[src/hw/tlu_pkg.sv]
// Constants and types for the table-lookup access unit
package tlu_pkg;

  // Register indices; byte address is four times the index
  localparam logic [6:0] IDX_PTR_HI = 7'h1D;
  localparam logic [6:0] IDX_PTR_LO = 7'h1E;
  localparam logic [6:0] IDX_DATA = 7'h20;
  localparam logic [6:0] IDX_CTRL = 7'h5E;
  localparam int ADR_LO = 2;
  localparam int ADR_HI = 8;

  // Reset values
  localparam logic [7:0] RST_PTR_HI = 8'h00;
  localparam logic [7:0] RST_PTR_LO = 8'h00;
  localparam logic [7:0] RST_DATA = 8'h00;
  localparam logic [7:0] RST_CTRL = 8'h00;

  // Pointer-high fields
  localparam int CMD_WR_INC_BIT = 7;
  localparam int CMD_WR_BIT = 6;
  localparam int CMD_RD_INC_BIT = 5;
  localparam int CMD_RD_BIT = 4;
  localparam int CMD_LSB = 4;
  localparam int CMD_W = 4;
  localparam int PTR_HI_W = 4;

  // Control register fields
  localparam int CTRL_EN_BIT = 7;
  localparam int CTRL_BLK_SEL_BIT = 6;

  // Pointer and memory geometry
  localparam int PTR_W = 12;
  localparam int PM_AW = 11;
  localparam int PM_DW = 16;
  localparam int INFO_BYTES = 111;
  localparam int INFO_IW = 7;
  localparam logic [7:0] INFO_FIRST = 8'h09;
  localparam logic [7:0] INFO_LAST = 8'h77;
  localparam logic [7:0] INFO_VOID = 8'h00;

  typedef enum logic [1:0] {
    ST_IDLE,
    ST_EXEC,
    ST_PM_WAIT
  } tlu_state_t;

endpackage

[src/hw/tlu_reg_if.sv]
// Register access carrier between bus slave and core
`timescale 1ns/1ps
interface tlu_reg_if;
  logic wr;
  logic [6:0] idx;
  logic [7:0] wdata;
  logic [7:0] rdata;

  modport bus (output wr, output idx, output wdata, input rdata);
  modport core (input wr, input idx, input wdata, output rdata);
endinterface

[src/hw/tlu_info_mem.sv]
// Flip-flop store for the user information block
`timescale 1ns/1ps
module tlu_info_mem (
  // Clock
  input wire logic clk_i,
  // Access
  input wire logic we_i,
  input wire logic [tlu_pkg::INFO_IW-1:0] idx_i,
  input wire logic [7:0] wdata_i,
  output logic [7:0] rdata_o
);

  typedef struct packed {
    logic [tlu_pkg::INFO_BYTES-1:0][7:0] mem;
  } tlu_mem_state_t;

  tlu_mem_state_t q, d;

  assign rdata_o = q.mem[idx_i];

  always_comb begin
    d = q;
    if (we_i) begin
      d.mem[idx_i] = wdata_i;
    end
  end

  // Nonvolatile content: not cleared by reset
  always_ff @(posedge clk_i) begin
    q <= d;
  end

endmodule // tlu_info_mem

[src/hw/tlu_top.sv]
// Table-lookup unit: program memory and information block access
//
// Added by the designer: register access over Wishbone.
`timescale 1ns/1ps

// Contract
// - The information block holds 111 EEPROM bytes reached only here.
// - Bytes 00H-08H are reserved; user bytes sit at 09H up to 77H.
// - A write command stores the latch in the information block only; the increment form bumps it.
// - A read command loads the latch; the increment form bumps it.
// - The fetched byte is readable in the 8-bit data latch register.
// - Pointer bit 0 one gives the word's high byte, zero the low byte.
// - Word N maps to byte pointers 2N and 2N+1, up to word 7FF.
// - Pointer-high holds the four commands in 7-4, pointer 11-8 in 3-0.
// - Control bit 7 enables the lookup function when set.
// - Control bit 6 points lookups at program memory when set.
module tlu_top (
  // Clock and reset
  input wire logic clk_i,
  input wire logic rst_i,
  // Wishbone slave
  input wire logic cyc_i,
  input wire logic stb_i,
  input wire logic we_i,
  input wire logic [31:0] adr_i,
  input wire logic [3:0] sel_i,
  input wire logic [31:0] dat_i,
  output logic [31:0] dat_o,
  output logic ack_o,
  // Program memory read port
  output logic [tlu_pkg::PM_AW-1:0] pm_addr_o,
  output logic pm_rd_o,
  input wire logic [tlu_pkg::PM_DW-1:0] pm_data_i,
  // Status
  output logic busy_o
);

  typedef struct packed {
    tlu_pkg::tlu_state_t st;
    logic [tlu_pkg::PTR_W-1:0] ptr;
    logic [tlu_pkg::CMD_W-1:0] cmd;
    logic [7:0] data;
    logic en;
    logic blk_sel;
    logic [tlu_pkg::PM_AW-1:0] pm_addr;
    logic pm_rd;
    logic busy;
  } tlu_core_state_t;

  tlu_core_state_t q, d;
  tlu_reg_if regs ();

  logic mem_we;
  logic [tlu_pkg::INFO_IW-1:0] mem_idx;
  logic [7:0] mem_rdata;
  logic info_ok;

  // Keep only the highest-priority command bit
  function automatic logic [tlu_pkg::CMD_W-1:0] pick_cmd(
    input logic [tlu_pkg::CMD_W-1:0] c
  );
    logic [tlu_pkg::CMD_W-1:0] r;
    r = '0;
    for (int i = tlu_pkg::CMD_W - 1; i >= 0; i--) begin
      if (c[i] && r == '0) begin
        r[i] = 1'b1;
      end
    end
    return r;
  endfunction

  function automatic logic cmd_bit(
    input logic [tlu_pkg::CMD_W-1:0] c,
    input int pos
  );
    return c[pos - tlu_pkg::CMD_LSB];
  endfunction

  function automatic logic is_write(input logic [tlu_pkg::CMD_W-1:0] c);
    return cmd_bit(c, tlu_pkg::CMD_WR_INC_BIT)
      | cmd_bit(c, tlu_pkg::CMD_WR_BIT);
  endfunction

  function automatic logic is_inc(input logic [tlu_pkg::CMD_W-1:0] c);
    return cmd_bit(c, tlu_pkg::CMD_WR_INC_BIT)
      | cmd_bit(c, tlu_pkg::CMD_RD_INC_BIT);
  endfunction

  // Register read view
  function automatic logic [7:0] reg_view(
    input logic [6:0] idx,
    input tlu_core_state_t s
  );
    logic [7:0] v;
    v = 8'h00;
    if (idx == tlu_pkg::IDX_PTR_HI) begin
      v = {s.cmd, s.ptr[tlu_pkg::PTR_W-1:tlu_pkg::PTR_W-tlu_pkg::PTR_HI_W]};
    end else if (idx == tlu_pkg::IDX_PTR_LO) begin
      v = s.ptr[7:0];
    end else if (idx == tlu_pkg::IDX_DATA) begin
      v = s.data;
    end else if (idx == tlu_pkg::IDX_CTRL) begin
      v[tlu_pkg::CTRL_EN_BIT] = s.en;
      v[tlu_pkg::CTRL_BLK_SEL_BIT] = s.blk_sel;
    end
    return v;
  endfunction

  tlu_wb_slave u_wb (
    .clk_i (clk_i),
    .rst_i (rst_i),
    .cyc_i (cyc_i),
    .stb_i (stb_i),
    .we_i (we_i),
    .adr_i (adr_i),
    .sel_i (sel_i),
    .dat_i (dat_i),
    .dat_o (dat_o),
    .ack_o (ack_o),
    .regs (regs.bus)
  );

  tlu_info_mem u_mem (
    .clk_i (clk_i),
    .we_i (mem_we),
    .idx_i (mem_idx),
    .wdata_i (q.data),
    .rdata_o (mem_rdata)
  );

  assign regs.rdata = reg_view(regs.idx, q);

  // Only 09H..77H with zero upper bits reach storage
  assign info_ok = (q.ptr[tlu_pkg::PTR_W-1:8] == '0)
    && (q.ptr[7:0] >= tlu_pkg::INFO_FIRST)
    && (q.ptr[7:0] <= tlu_pkg::INFO_LAST);
  assign mem_idx = info_ok
    ? tlu_pkg::INFO_IW'(q.ptr[7:0] - tlu_pkg::INFO_FIRST)
    : '0;
  assign mem_we = (q.st == tlu_pkg::ST_EXEC) && !q.blk_sel
    && is_write(q.cmd) && info_ok;

  assign pm_addr_o = q.pm_addr;
  assign pm_rd_o = q.pm_rd;
  assign busy_o = q.busy;

  always_comb begin
    d = q;
    d.pm_rd = 1'b0;

    // Register writes, ignored while an access runs
    if (regs.wr && q.st == tlu_pkg::ST_IDLE) begin
      if (regs.idx == tlu_pkg::IDX_PTR_HI) begin
        d.ptr[tlu_pkg::PTR_W-1:tlu_pkg::PTR_W-tlu_pkg::PTR_HI_W] =
          regs.wdata[tlu_pkg::PTR_HI_W-1:0];
        if (q.en) begin
          d.cmd = pick_cmd(regs.wdata[7:tlu_pkg::CMD_LSB]);
        end
      end else if (regs.idx == tlu_pkg::IDX_PTR_LO) begin
        d.ptr[7:0] = regs.wdata;
      end else if (regs.idx == tlu_pkg::IDX_DATA) begin
        d.data = regs.wdata;
      end else if (regs.idx == tlu_pkg::IDX_CTRL) begin
        d.en = regs.wdata[tlu_pkg::CTRL_EN_BIT];
        d.blk_sel = regs.wdata[tlu_pkg::CTRL_BLK_SEL_BIT];
      end
    end

    case (q.st)
      tlu_pkg::ST_IDLE: begin
        if (q.cmd != '0) begin
          d.st = tlu_pkg::ST_EXEC;
          d.busy = 1'b1;
        end
      end
      tlu_pkg::ST_EXEC: begin
        if (q.blk_sel && !is_write(q.cmd)) begin
          // Byte pointer to word address
          d.pm_addr = q.ptr[tlu_pkg::PTR_W-1:1];
          d.pm_rd = 1'b1;
          d.st = tlu_pkg::ST_PM_WAIT;
        end else begin
          if (!q.blk_sel && !is_write(q.cmd)) begin
            d.data = info_ok ? mem_rdata : tlu_pkg::INFO_VOID;
          end
          // Program memory is not writable here
          if (is_inc(q.cmd)) begin
            d.ptr = q.ptr + tlu_pkg::PTR_W'(1);
          end
          d.cmd = '0;
          d.busy = 1'b0;
          d.st = tlu_pkg::ST_IDLE;
        end
      end
      tlu_pkg::ST_PM_WAIT: begin
        d.data = q.ptr[0] ? pm_data_i[tlu_pkg::PM_DW-1:8]
          : pm_data_i[7:0];
        if (is_inc(q.cmd)) begin
          d.ptr = q.ptr + tlu_pkg::PTR_W'(1);
        end
        d.cmd = '0;
        d.busy = 1'b0;
        d.st = tlu_pkg::ST_IDLE;
      end
      default: begin
        d.st = tlu_pkg::ST_IDLE;
      end
    endcase
  end

  always_ff @(posedge clk_i) begin
    if (rst_i) begin
      q.st <= tlu_pkg::ST_IDLE;
      q.ptr <= {tlu_pkg::RST_PTR_HI[tlu_pkg::PTR_HI_W-1:0],
        tlu_pkg::RST_PTR_LO};
      q.cmd <= tlu_pkg::RST_PTR_HI[7:tlu_pkg::CMD_LSB];
      q.data <= tlu_pkg::RST_DATA;
      q.en <= tlu_pkg::RST_CTRL[tlu_pkg::CTRL_EN_BIT];
      q.blk_sel <= tlu_pkg::RST_CTRL[tlu_pkg::CTRL_BLK_SEL_BIT];
      q.pm_addr <= '0;
      q.pm_rd <= 1'b0;
      q.busy <= 1'b0;
    end else begin
      q <= d;
    end
  end

endmodule // tlu_top

[src/hw/tlu_wb_slave.sv]
// Classic Wishbone slave front end for the lookup registers
`timescale 1ns/1ps
module tlu_wb_slave (
  // Clock and reset
  input wire logic clk_i,
  input wire logic rst_i,
  // Wishbone
  input wire logic cyc_i,
  input wire logic stb_i,
  input wire logic we_i,
  input wire logic [31:0] adr_i,
  input wire logic [3:0] sel_i,
  input wire logic [31:0] dat_i,
  output logic [31:0] dat_o,
  output logic ack_o,
  // Register carrier
  tlu_reg_if.bus regs
);

  typedef struct packed {
    logic ack;
    logic [7:0] dat;
  } tlu_wb_state_t;

  tlu_wb_state_t q, d;
  logic req;

  assign req = cyc_i & stb_i;
  assign regs.idx = adr_i[tlu_pkg::ADR_HI:tlu_pkg::ADR_LO];
  assign regs.wdata = dat_i[7:0];
  // Write lands on the edge that samples ack
  assign regs.wr = req & we_i & q.ack & sel_i[0];
  assign dat_o = {24'h000000, q.dat};
  assign ack_o = q.ack;

  always_comb begin
    d = q;
    d.ack = req & ~q.ack;
    if (d.ack) begin
      d.dat = we_i ? 8'h00 : regs.rdata;
    end
  end

  always_ff @(posedge clk_i) begin
    if (rst_i) begin
      q <= '0;
    end else begin
      q <= d;
    end
  end

endmodule // tlu_wb_slave

[config.mk]
export PLATFORM = sky130hd
export DESIGN_NAME = tlu_top
export DESIGN_NICKNAME = d
export VERILOG_FILES = /design/src/hw/tlu_pkg.sv /design/src/hw/tlu_reg_if.sv /design/src/hw/tlu_info_mem.sv /design/src/hw/tlu_top.sv /design/src/hw/tlu_wb_slave.sv
export SDC_FILE = /design/constraint.sdc
export NUM_CORES = 1
export LEC_CHECK = 0
export ABC_AREA = 1
export BUFFER_PORTS_ARGS = -buffer_cell sky130_fd_sc_hd__buf_2
export CAP_MARGIN = 20
export CORE_MARGIN = 3
export CORE_UTILIZATION = 45
export CTS_CLUSTER_SIZE = 24
export DETAILED_ROUTE_END_ITERATION = 6
export SYNTH_ARGS = -nofsm -noshare
export SYNTH_HDL_FRONTEND = slang
export SYNTH_SLANG_ARGS = --single-unit
[constraint.sdc]
create_clock -name clk_i -period 8.9 [get_ports clk_i]
set_input_delay 0.89 -clock clk_i [delete_from_list [all_inputs] [get_ports clk_i]]
set_output_delay 0.89 -clock clk_i [all_outputs]
set_load 0.03 [all_outputs]
==> Word level (Yosys, flattened, before mapping) <==
Cells that the tools add are included.
{ "op_classes": {"add_sub_neg": 2, "n_lt_le_gt_ge": 4, "eq_ne": 8, "n_mux": 49, "n_bitwise": 13, "n_reduce_logical": 24} }
{ "ops": {"columns": ["operator", "count"], "rows": [
  ["$bwmux W888", 1],
  ["$mux W8", 11],
  ["$bmux W8 S7", 1],
  ["$demux W8 S7", 1],
  ["$pmux W24 S2", 1],
  ["$mux W26", 1],
  ["$mux W24", 1],
  ["$mux W10", 2],
  ["$mux W1", 16],
  ["$eq A7 B5 Y1 const B", 2],
  ["$add A12 B1 Y12 const B", 1],
  ["$logic_and A1 B1 Y1", 12],
  ["$mux W12", 1],
  ["$mux W2", 6],
  ["$mux W4", 3],
  ["$ge A8 B4 Y1 const B", 1],
  ["$le A8 B7 Y1 const B", 1],
  ["$lt A7 B8 Y1 const B", 1],
  ["$eq A7 B6 Y1 const B", 1],
  ["$eq A7 B7 Y1 const B", 1],
  ["$ge A7 B1 Y1 const B", 1],
  ["$mux W7", 1],
  ["$sub A7 B4 Y7 const B", 1],
  ["$mux W6", 1],
  ["19 further kinds", 31]
]} }
{ "totals": {"register_bits": 938, "input_bits": 89} }

==> Longest topological paths before layout <==
{ "logic_depth": {"word_depth": 27, "mapped_depth": 24, "mapped_depth_nobuf": 19} }

==> Hierarchy <==
A second synthesis with hierarchy kept.
{ "hier_totals": {"cells_unflattened": 4217, "hier_area_um2": 41384.7} }
{ "modules_own_cells": {"columns": ["mod", "instances", "cells_each", "area_each_um2"], "rows": [
  ["tlu_info_mem", 1, 3628, 37668.6],
  ["tlu_top", 1, 475, 2969.1],
  ["tlu_wb_slave", 1, 114, 747.0]
]} }

==> Worst setup path after synthesis <==
Ideal clock, no wire load.
{ "synth_path": {"kind": "reg2reg", "start": "reg q[27] in the netlist's numbering", "end": "reg u_mem.q[192] in the netlist's numbering, enable pin", "setup_ns": 0.370, "t_arrival_ns": 3.364, "required_time_ns": 8.530, "slack_ns": 5.166, "stages_incl_launch_ff": 17, "period_less_slack_ns": 3.734, "cell_sequence": "dfxtp_1 -> inv_1 -> clkbuf_1 -> clkbuf_1 -> buf_1 -> ha_1 -> nand2_1 -> nand2_2 -> nand3_2 -> buf_6 -> nand2_4 -> buf_2 -> nor2_1 -> a31oi_1 -> buf_2 -> nand2_1 -> nor2_1"} }
{ "synth_via": {"elab_chain_cells": 4, "word_cells_on_any_way": 5} }
{ "synth_lines": {"columns": ["item", "line_no", "rtl"], "rows": [
  ["from (decl)", "tlu_top.sv:50", "tlu_core_state_t q, d;"],
  ["$ge A8 B4 Y1", "tlu_top.sv:135", "&& (q.ptr[7:0] >= tlu_pkg::INFO_FIRST)"],
  ["$logic_and A1 B1 Y1", "tlu_top.sv:135", null],
  ["$logic_and A1 B1 Y1 (*)", "tlu_top.sv:136", "&& (q.ptr[7:0] <= tlu_pkg::INFO_LAST);"],
  ["$logic_and A1 B1 Y1 (*)", "tlu_top.sv:141", "&& is_write(q.cmd) && info_ok;"],
  ["to (signal assigned)", "tlu_info_mem.sv:30", "q <= d;"],
  ["to (decl)", "tlu_info_mem.sv:17", "tlu_mem_state_t q, d;"]
]} }
Every way passes the cells marked *; elsewhere a longest branch is shown, timed or not.
A chain may end at the register's enable or synchronous reset.

==> Worst setup path in the final report <==
{ "layout_path": {"start": "reg q[27] in the netlist's numbering", "end": "reg q[19] in the netlist's numbering"} }
{ "layout_via": {"elab_chain_cells": 10, "word_cells_on_any_way": 13} }
{ "layout_lines": {"columns": ["item", "line_no", "rtl"], "rows": [
  ["$ge A8 B4 Y1", "tlu_top.sv:135", null],
  ["$logic_and A1 B1 Y1", "tlu_top.sv:135", null],
  ["$logic_and A1 B1 Y1", "tlu_top.sv:136", null],
  ["$mux W7", "tlu_top.sv:138", "? tlu_pkg::INFO_IW'(q.ptr[7:0] - tlu_pkg::INFO_FIRST)"],
  ["$bmux W8 S7", "tlu_info_mem.sv:19", "assign rdata_o = q.mem[idx_i];"],
  ["$mux W8 (implied by the code)", "tlu_info_mem.sv:19", null],
  ["$mux W8", "tlu_top.sv:184", "d.data = info_ok ? mem_rdata : tlu_pkg::INFO_VOID;"],
  ["$mux W8", "tlu_top.sv:183", "if (!q.blk_sel && !is_write(q.cmd)) begin"],
  ["$mux W24", "tlu_top.sv:177", "if (q.blk_sel && !is_write(q.cmd)) begin"],
  ["$pmux W24 S2 (*)", "tlu_top.sv:169", "case (q.st)"]
]} }
Every way passes the cells marked *; elsewhere a longest branch is shown, timed or not. The select of a mux whose other input is x is not followed.

==> flow_metrics.py <==
metrics = {
    "placement": {
        "place_congestion": 0.832,
        "port-buffer-count": 58,
        "dpl.hpwl_um": 56400,
        "detailed_place.area_sq_mm": 0.0409,
        "dpl.cell_count": 4687,
    },
    "clocking": {
        "cts_tree": "done",
        "worst_setup_hold_path_clk_slew_ps": 60,
        "clk_latency_ps": 660,
        "ctsResizeCount": 0,
        "cts_setup_buffers": 0,
        "clockBufferDepth": 3,
        "numCtsBuffers": 97,
        "cts_sink_cnt": 938,
        "cts_root_buffer": "clkbuf_16",
        "h-tree-depth": 3,
        "hold_buffers": 0,
    },
    "synth": {
        "fraction_of_synthesized_area_in_multiplexers_pct": 0.0250,
        "avgSynthCellArea_sq_um": 10.9,
        "largest_family_of_logic_cells_by_synthesized_area": "simple AND/OR/NAND/NOR gates",
        "synth_async_sr_flop_share_pct": 0,
        "yosysSeqAreaShare_pct": 69.0,
        "yosys_warnings": 0,
        "synth_simple_gate_area_share_pct": 24.2,
        "netlist-cell-type-count": 43,
        "post_synth_xor_area_fraction_pct": 0.128,
        "number_of_flops_mapped_to_enable_cells_by_yosys": 888,
        "netlist_area_sq_mm": 0.0401,
        "fraction_of_the_mapped_netlist_area_in_compound_gates_pct": 1.99,
        "top_ff_cell_synth": "edfxtp_1",
        "postSynthRegisterBits": 938,
        "synthAdderAreaFrac_pct": 0.218,
        "synth_cells": 3686,
    },
    "sta": {
        "grt_setup_unrepaired": "no",
        "setup_violators_final": 0,
        "timing.final.crit_period_ps": 5580,
        "tightestPinTransition_ps": 1140,
        "finalCritPeriodShare_pct": 62.7,
        "slew_headroom_pct": 24.0,
        "finalSetupTns_ps": 0,
        "finalMaxSlewViolations": 0,
        "fin_skew_ps": 21.2,
        "achievable-frequency_ghz": 0.179,
        "finalHoldViolCount": 0,
    },
    "worst_setup_path": {
        "ff2ff_path_depth": 20,
        "cp-startpoint": "q[27]",
        "worst-r2r-setup-slack_ps": 3320,
        "worstPathBufferInverterCount": 3,
        "critical_path.cell_chain": "inv_8, ha_1, nand2_1, nand2_2, nand3_4, nand3_4, inv_6, buf_12, nand2_1, nand3_1, nand2_1, nor2_1, nor2_1, nor2_1, nand2_1, nand2_1, nand2_1, o21ai_1, nand2_1, a21oi_1",
        "worst_path_largest_cell_delay_ps": 730,
        "timing.critical_path.depth": 20,
        "worstSetupPathType": "register to register",
        "end_kind": "register",
        "worstReg2RegStart": "q[27]",
        "cpMaxStageDelayCell": "nand3_4",
        "cp.required_ps": 9480,
        "regToRegEndpoint": "q[19]",
        "gate_family_responsible_for_the_most_delay_along_the_worst_path": "simple AND/OR/NAND/NOR gates",
        "endpoint": "q[19]",
        "worst_path_arrival_time_ps": 6160,
        "critical_path.max_fanout": 152,
        "setup.worst_path.start_class": "register",
        "critical-path-top-cell-by-count": "nand2_1",
    },
    "grt": {
        "grt_remaining_overflow": 0,
        "grt_first_pass_wirelength_um": 157000,
        "first_global_vias": 25500,
        "grt_util_met3_pct": 3.50,
        "groute.layer.met2.usage_pct": 35.2,
        "antenna_found_initial": 0,
        "globalRouteTotalUtil_pct": 22.0,
        "grt_use_met1_pct": 30.4,
        "maximum_number_of_pins_on_one_net_before_global_route_repair": 178,
        "grt.busiest_layer": "met2",
    },
    "routing": {
        "vias": 26900,
        "dr.pass1.iters": 6,
        "average_wire_length_per_cell_after_detail_routing_um": 21.4,
        "avgViaCountPerCell": 5.54,
        "remaining_drc_errors": 0,
        "wl_um": 104000,
        "drt_iter0_markers": 2641,
        "postRouteAntennaNets": 0,
    },
    "pwr": {
        "report.power.total_mw": 9.19,
        "ir_worst_vdd_mv": 0.144,
        "leakage_nw": 16.1,
        "pwr_density_cell_mw_per_mm2": 209,
    },
    "cells_and_area": {
        "multi_input_comb_area_sq_mm": 0.0108,
        "final_net_count": 3728,
        "regArea_sq_mm": 0.0277,
        "num-fill-cells": 7769,
        "fin_cells": 4863,
        "drive_gt1_share_pct": 7.31,
        "num_antenna_cells": 0,
        "post-route-cell-area_sq_mm": 0.0440,
        "flow.area_growth_from_synthesis_pct": 9.70,
    },
    "floorplanning": {
        "dieArea_sq_mm": 0.0927,
        "initial_core_utilization_pct": 45.8,
        "fp.coreArea_sq_mm": 0.0876,
        "floorplan.rows": 108,
        "die_h_um": 305,
        "ports_placed_on_the_boundary": 135,
        "die_width_um": 305,
    },
    "job": {
        "cap_violations": 0,
    },
    "status": {
        "status": "finished clean",
    },
    "min_path": {
        "worst_hold_path_type": "register to register",
    },
}
[cells by family after synthesis]
group	count (synthesis)
adders and majority gates	7
DFF	938
AOI/OAI and AO/OA	138
other	1
buffers and inverters	357
and+or+nand+nor	2239
muxes	1
xor gates and xnor gates	5
[placed cells by master (no fill, tap or decap), drive strengths merged, types with 2 or more instances in the layout]
cell type / instances
nor2: 426
xor2: 5
nand3: 471
dfxtp: 50
inv: 83
ha: 7
bufinv: 7
edfxtp: 888
nand2: 1087
buf: 99
nand4: 236
o211ai: 22
o21ai: 38
clkinv: 44
nor3: 9
clkbuf: 118
o2111ai: 3
conb: 24
a21oi: 66
a211oi: 3
nor4: 7
o221ai: 2
clkinvlp: 5
[cells in the mapped netlist (2+ instances only)]
master,count,area (sq um)
a211oi_1,3,22.5
a21oi_1,66,330
buf_1,8,30.0
buf_2,155,776
buf_4,42,315
buf_6,13,146
clkbuf_1,57,214
dfxtp_1,50,1000
edfxtp_1,888,26700
ha_1,7,87.6
inv_1,73,274
inv_2,8,30.0
nand2_1,1085,4070
nand3_1,467,2340
nand3_2,3,30.0
nand4_1,236,1480
nor2_1,418,1570
nor2_2,5,31.3
nor2_4,3,33.8
nor3_1,8,40.0
nor4_1,7,43.8
o2111ai_1,3,26.3
o211ai_1,21,158
o21ai_0,29,145
o21ai_1,9,45.0
o221ai_1,2,17.5
xor2_1,4,35.0
[through the flow]
stage	util, %	worst slack [ps]	hold slack, ps
CTS	50.2	3330	458
finish	50.2	3320	458
global placement	46.7	3390	446
detailed placement	46.7	3350	450
floorplan	-	5170	437
global route	50.2	2890	476
[routing by layer]
metal | share of wire (%) | vias to the layer above
met2 | 47 | 931
met1 | 43 | 13000
met5 | 0 | -
met3 | 6.8 | 231
li1 | - | 12800
met4 | 3.8 | 0
[worst min-delay path: stages (launching register included)]
cell and delay [ps]:
dfxtp_1 310, nand2_1 60, a21oi_1 50
[report_power, final]
| part | switching, mW | total (mW) | internal (mW) |
|---|---|---|---|
| clock network | 1.68 | 3.94 | 2.25 |
| logic | 0.191 | 0.220 | 0.0286 |
| registers | 0.0740 | 5.03 | 4.96 |
| total | 1.95 | 9.19 | 7.24 |
[worst min-delay path by stage]
stage / from / to / slack, ps / cells after the start
after floorplan: q[14] / q[14] / 440 / 2
after global placement: pm_addr_o[10] / pm_addr_o[10] / 450 / 2
after detailed placement: pm_addr_o[10] / pm_addr_o[10] / 450 / 2
after CTS: pm_addr_o[10] / pm_addr_o[10] / 460 / 2
after global routing: pm_addr_o[0] / pm_addr_o[0] / 480 / 2
final: pm_addr_o[10] / pm_addr_o[10] / 460 / 2
[registers in the layout, indices dropped and copies added, names as in the netlist]
register    flops
u_mem.q       888
q              28
pm_addr_o      11
u_wb.dat_o      8
busy_o          1
pm_rd_o         1
u_wb.ack_o      1
[cell type report]
| type | instances | area share (%) |
|---|---|---|
| clock buffers | 118 | 5.84 |
| inverters | 82 | 0.728 |
| clock inverters | 57 | 1.13 |
| flip-flops and latches | 938 | 63.0 |
| well taps | 1155 | 3.28 |
| repair buffers | 99 | 1.58 |
| multi-input cells | 2414 | 24.5 |
(Power assumes the default switching activity.)
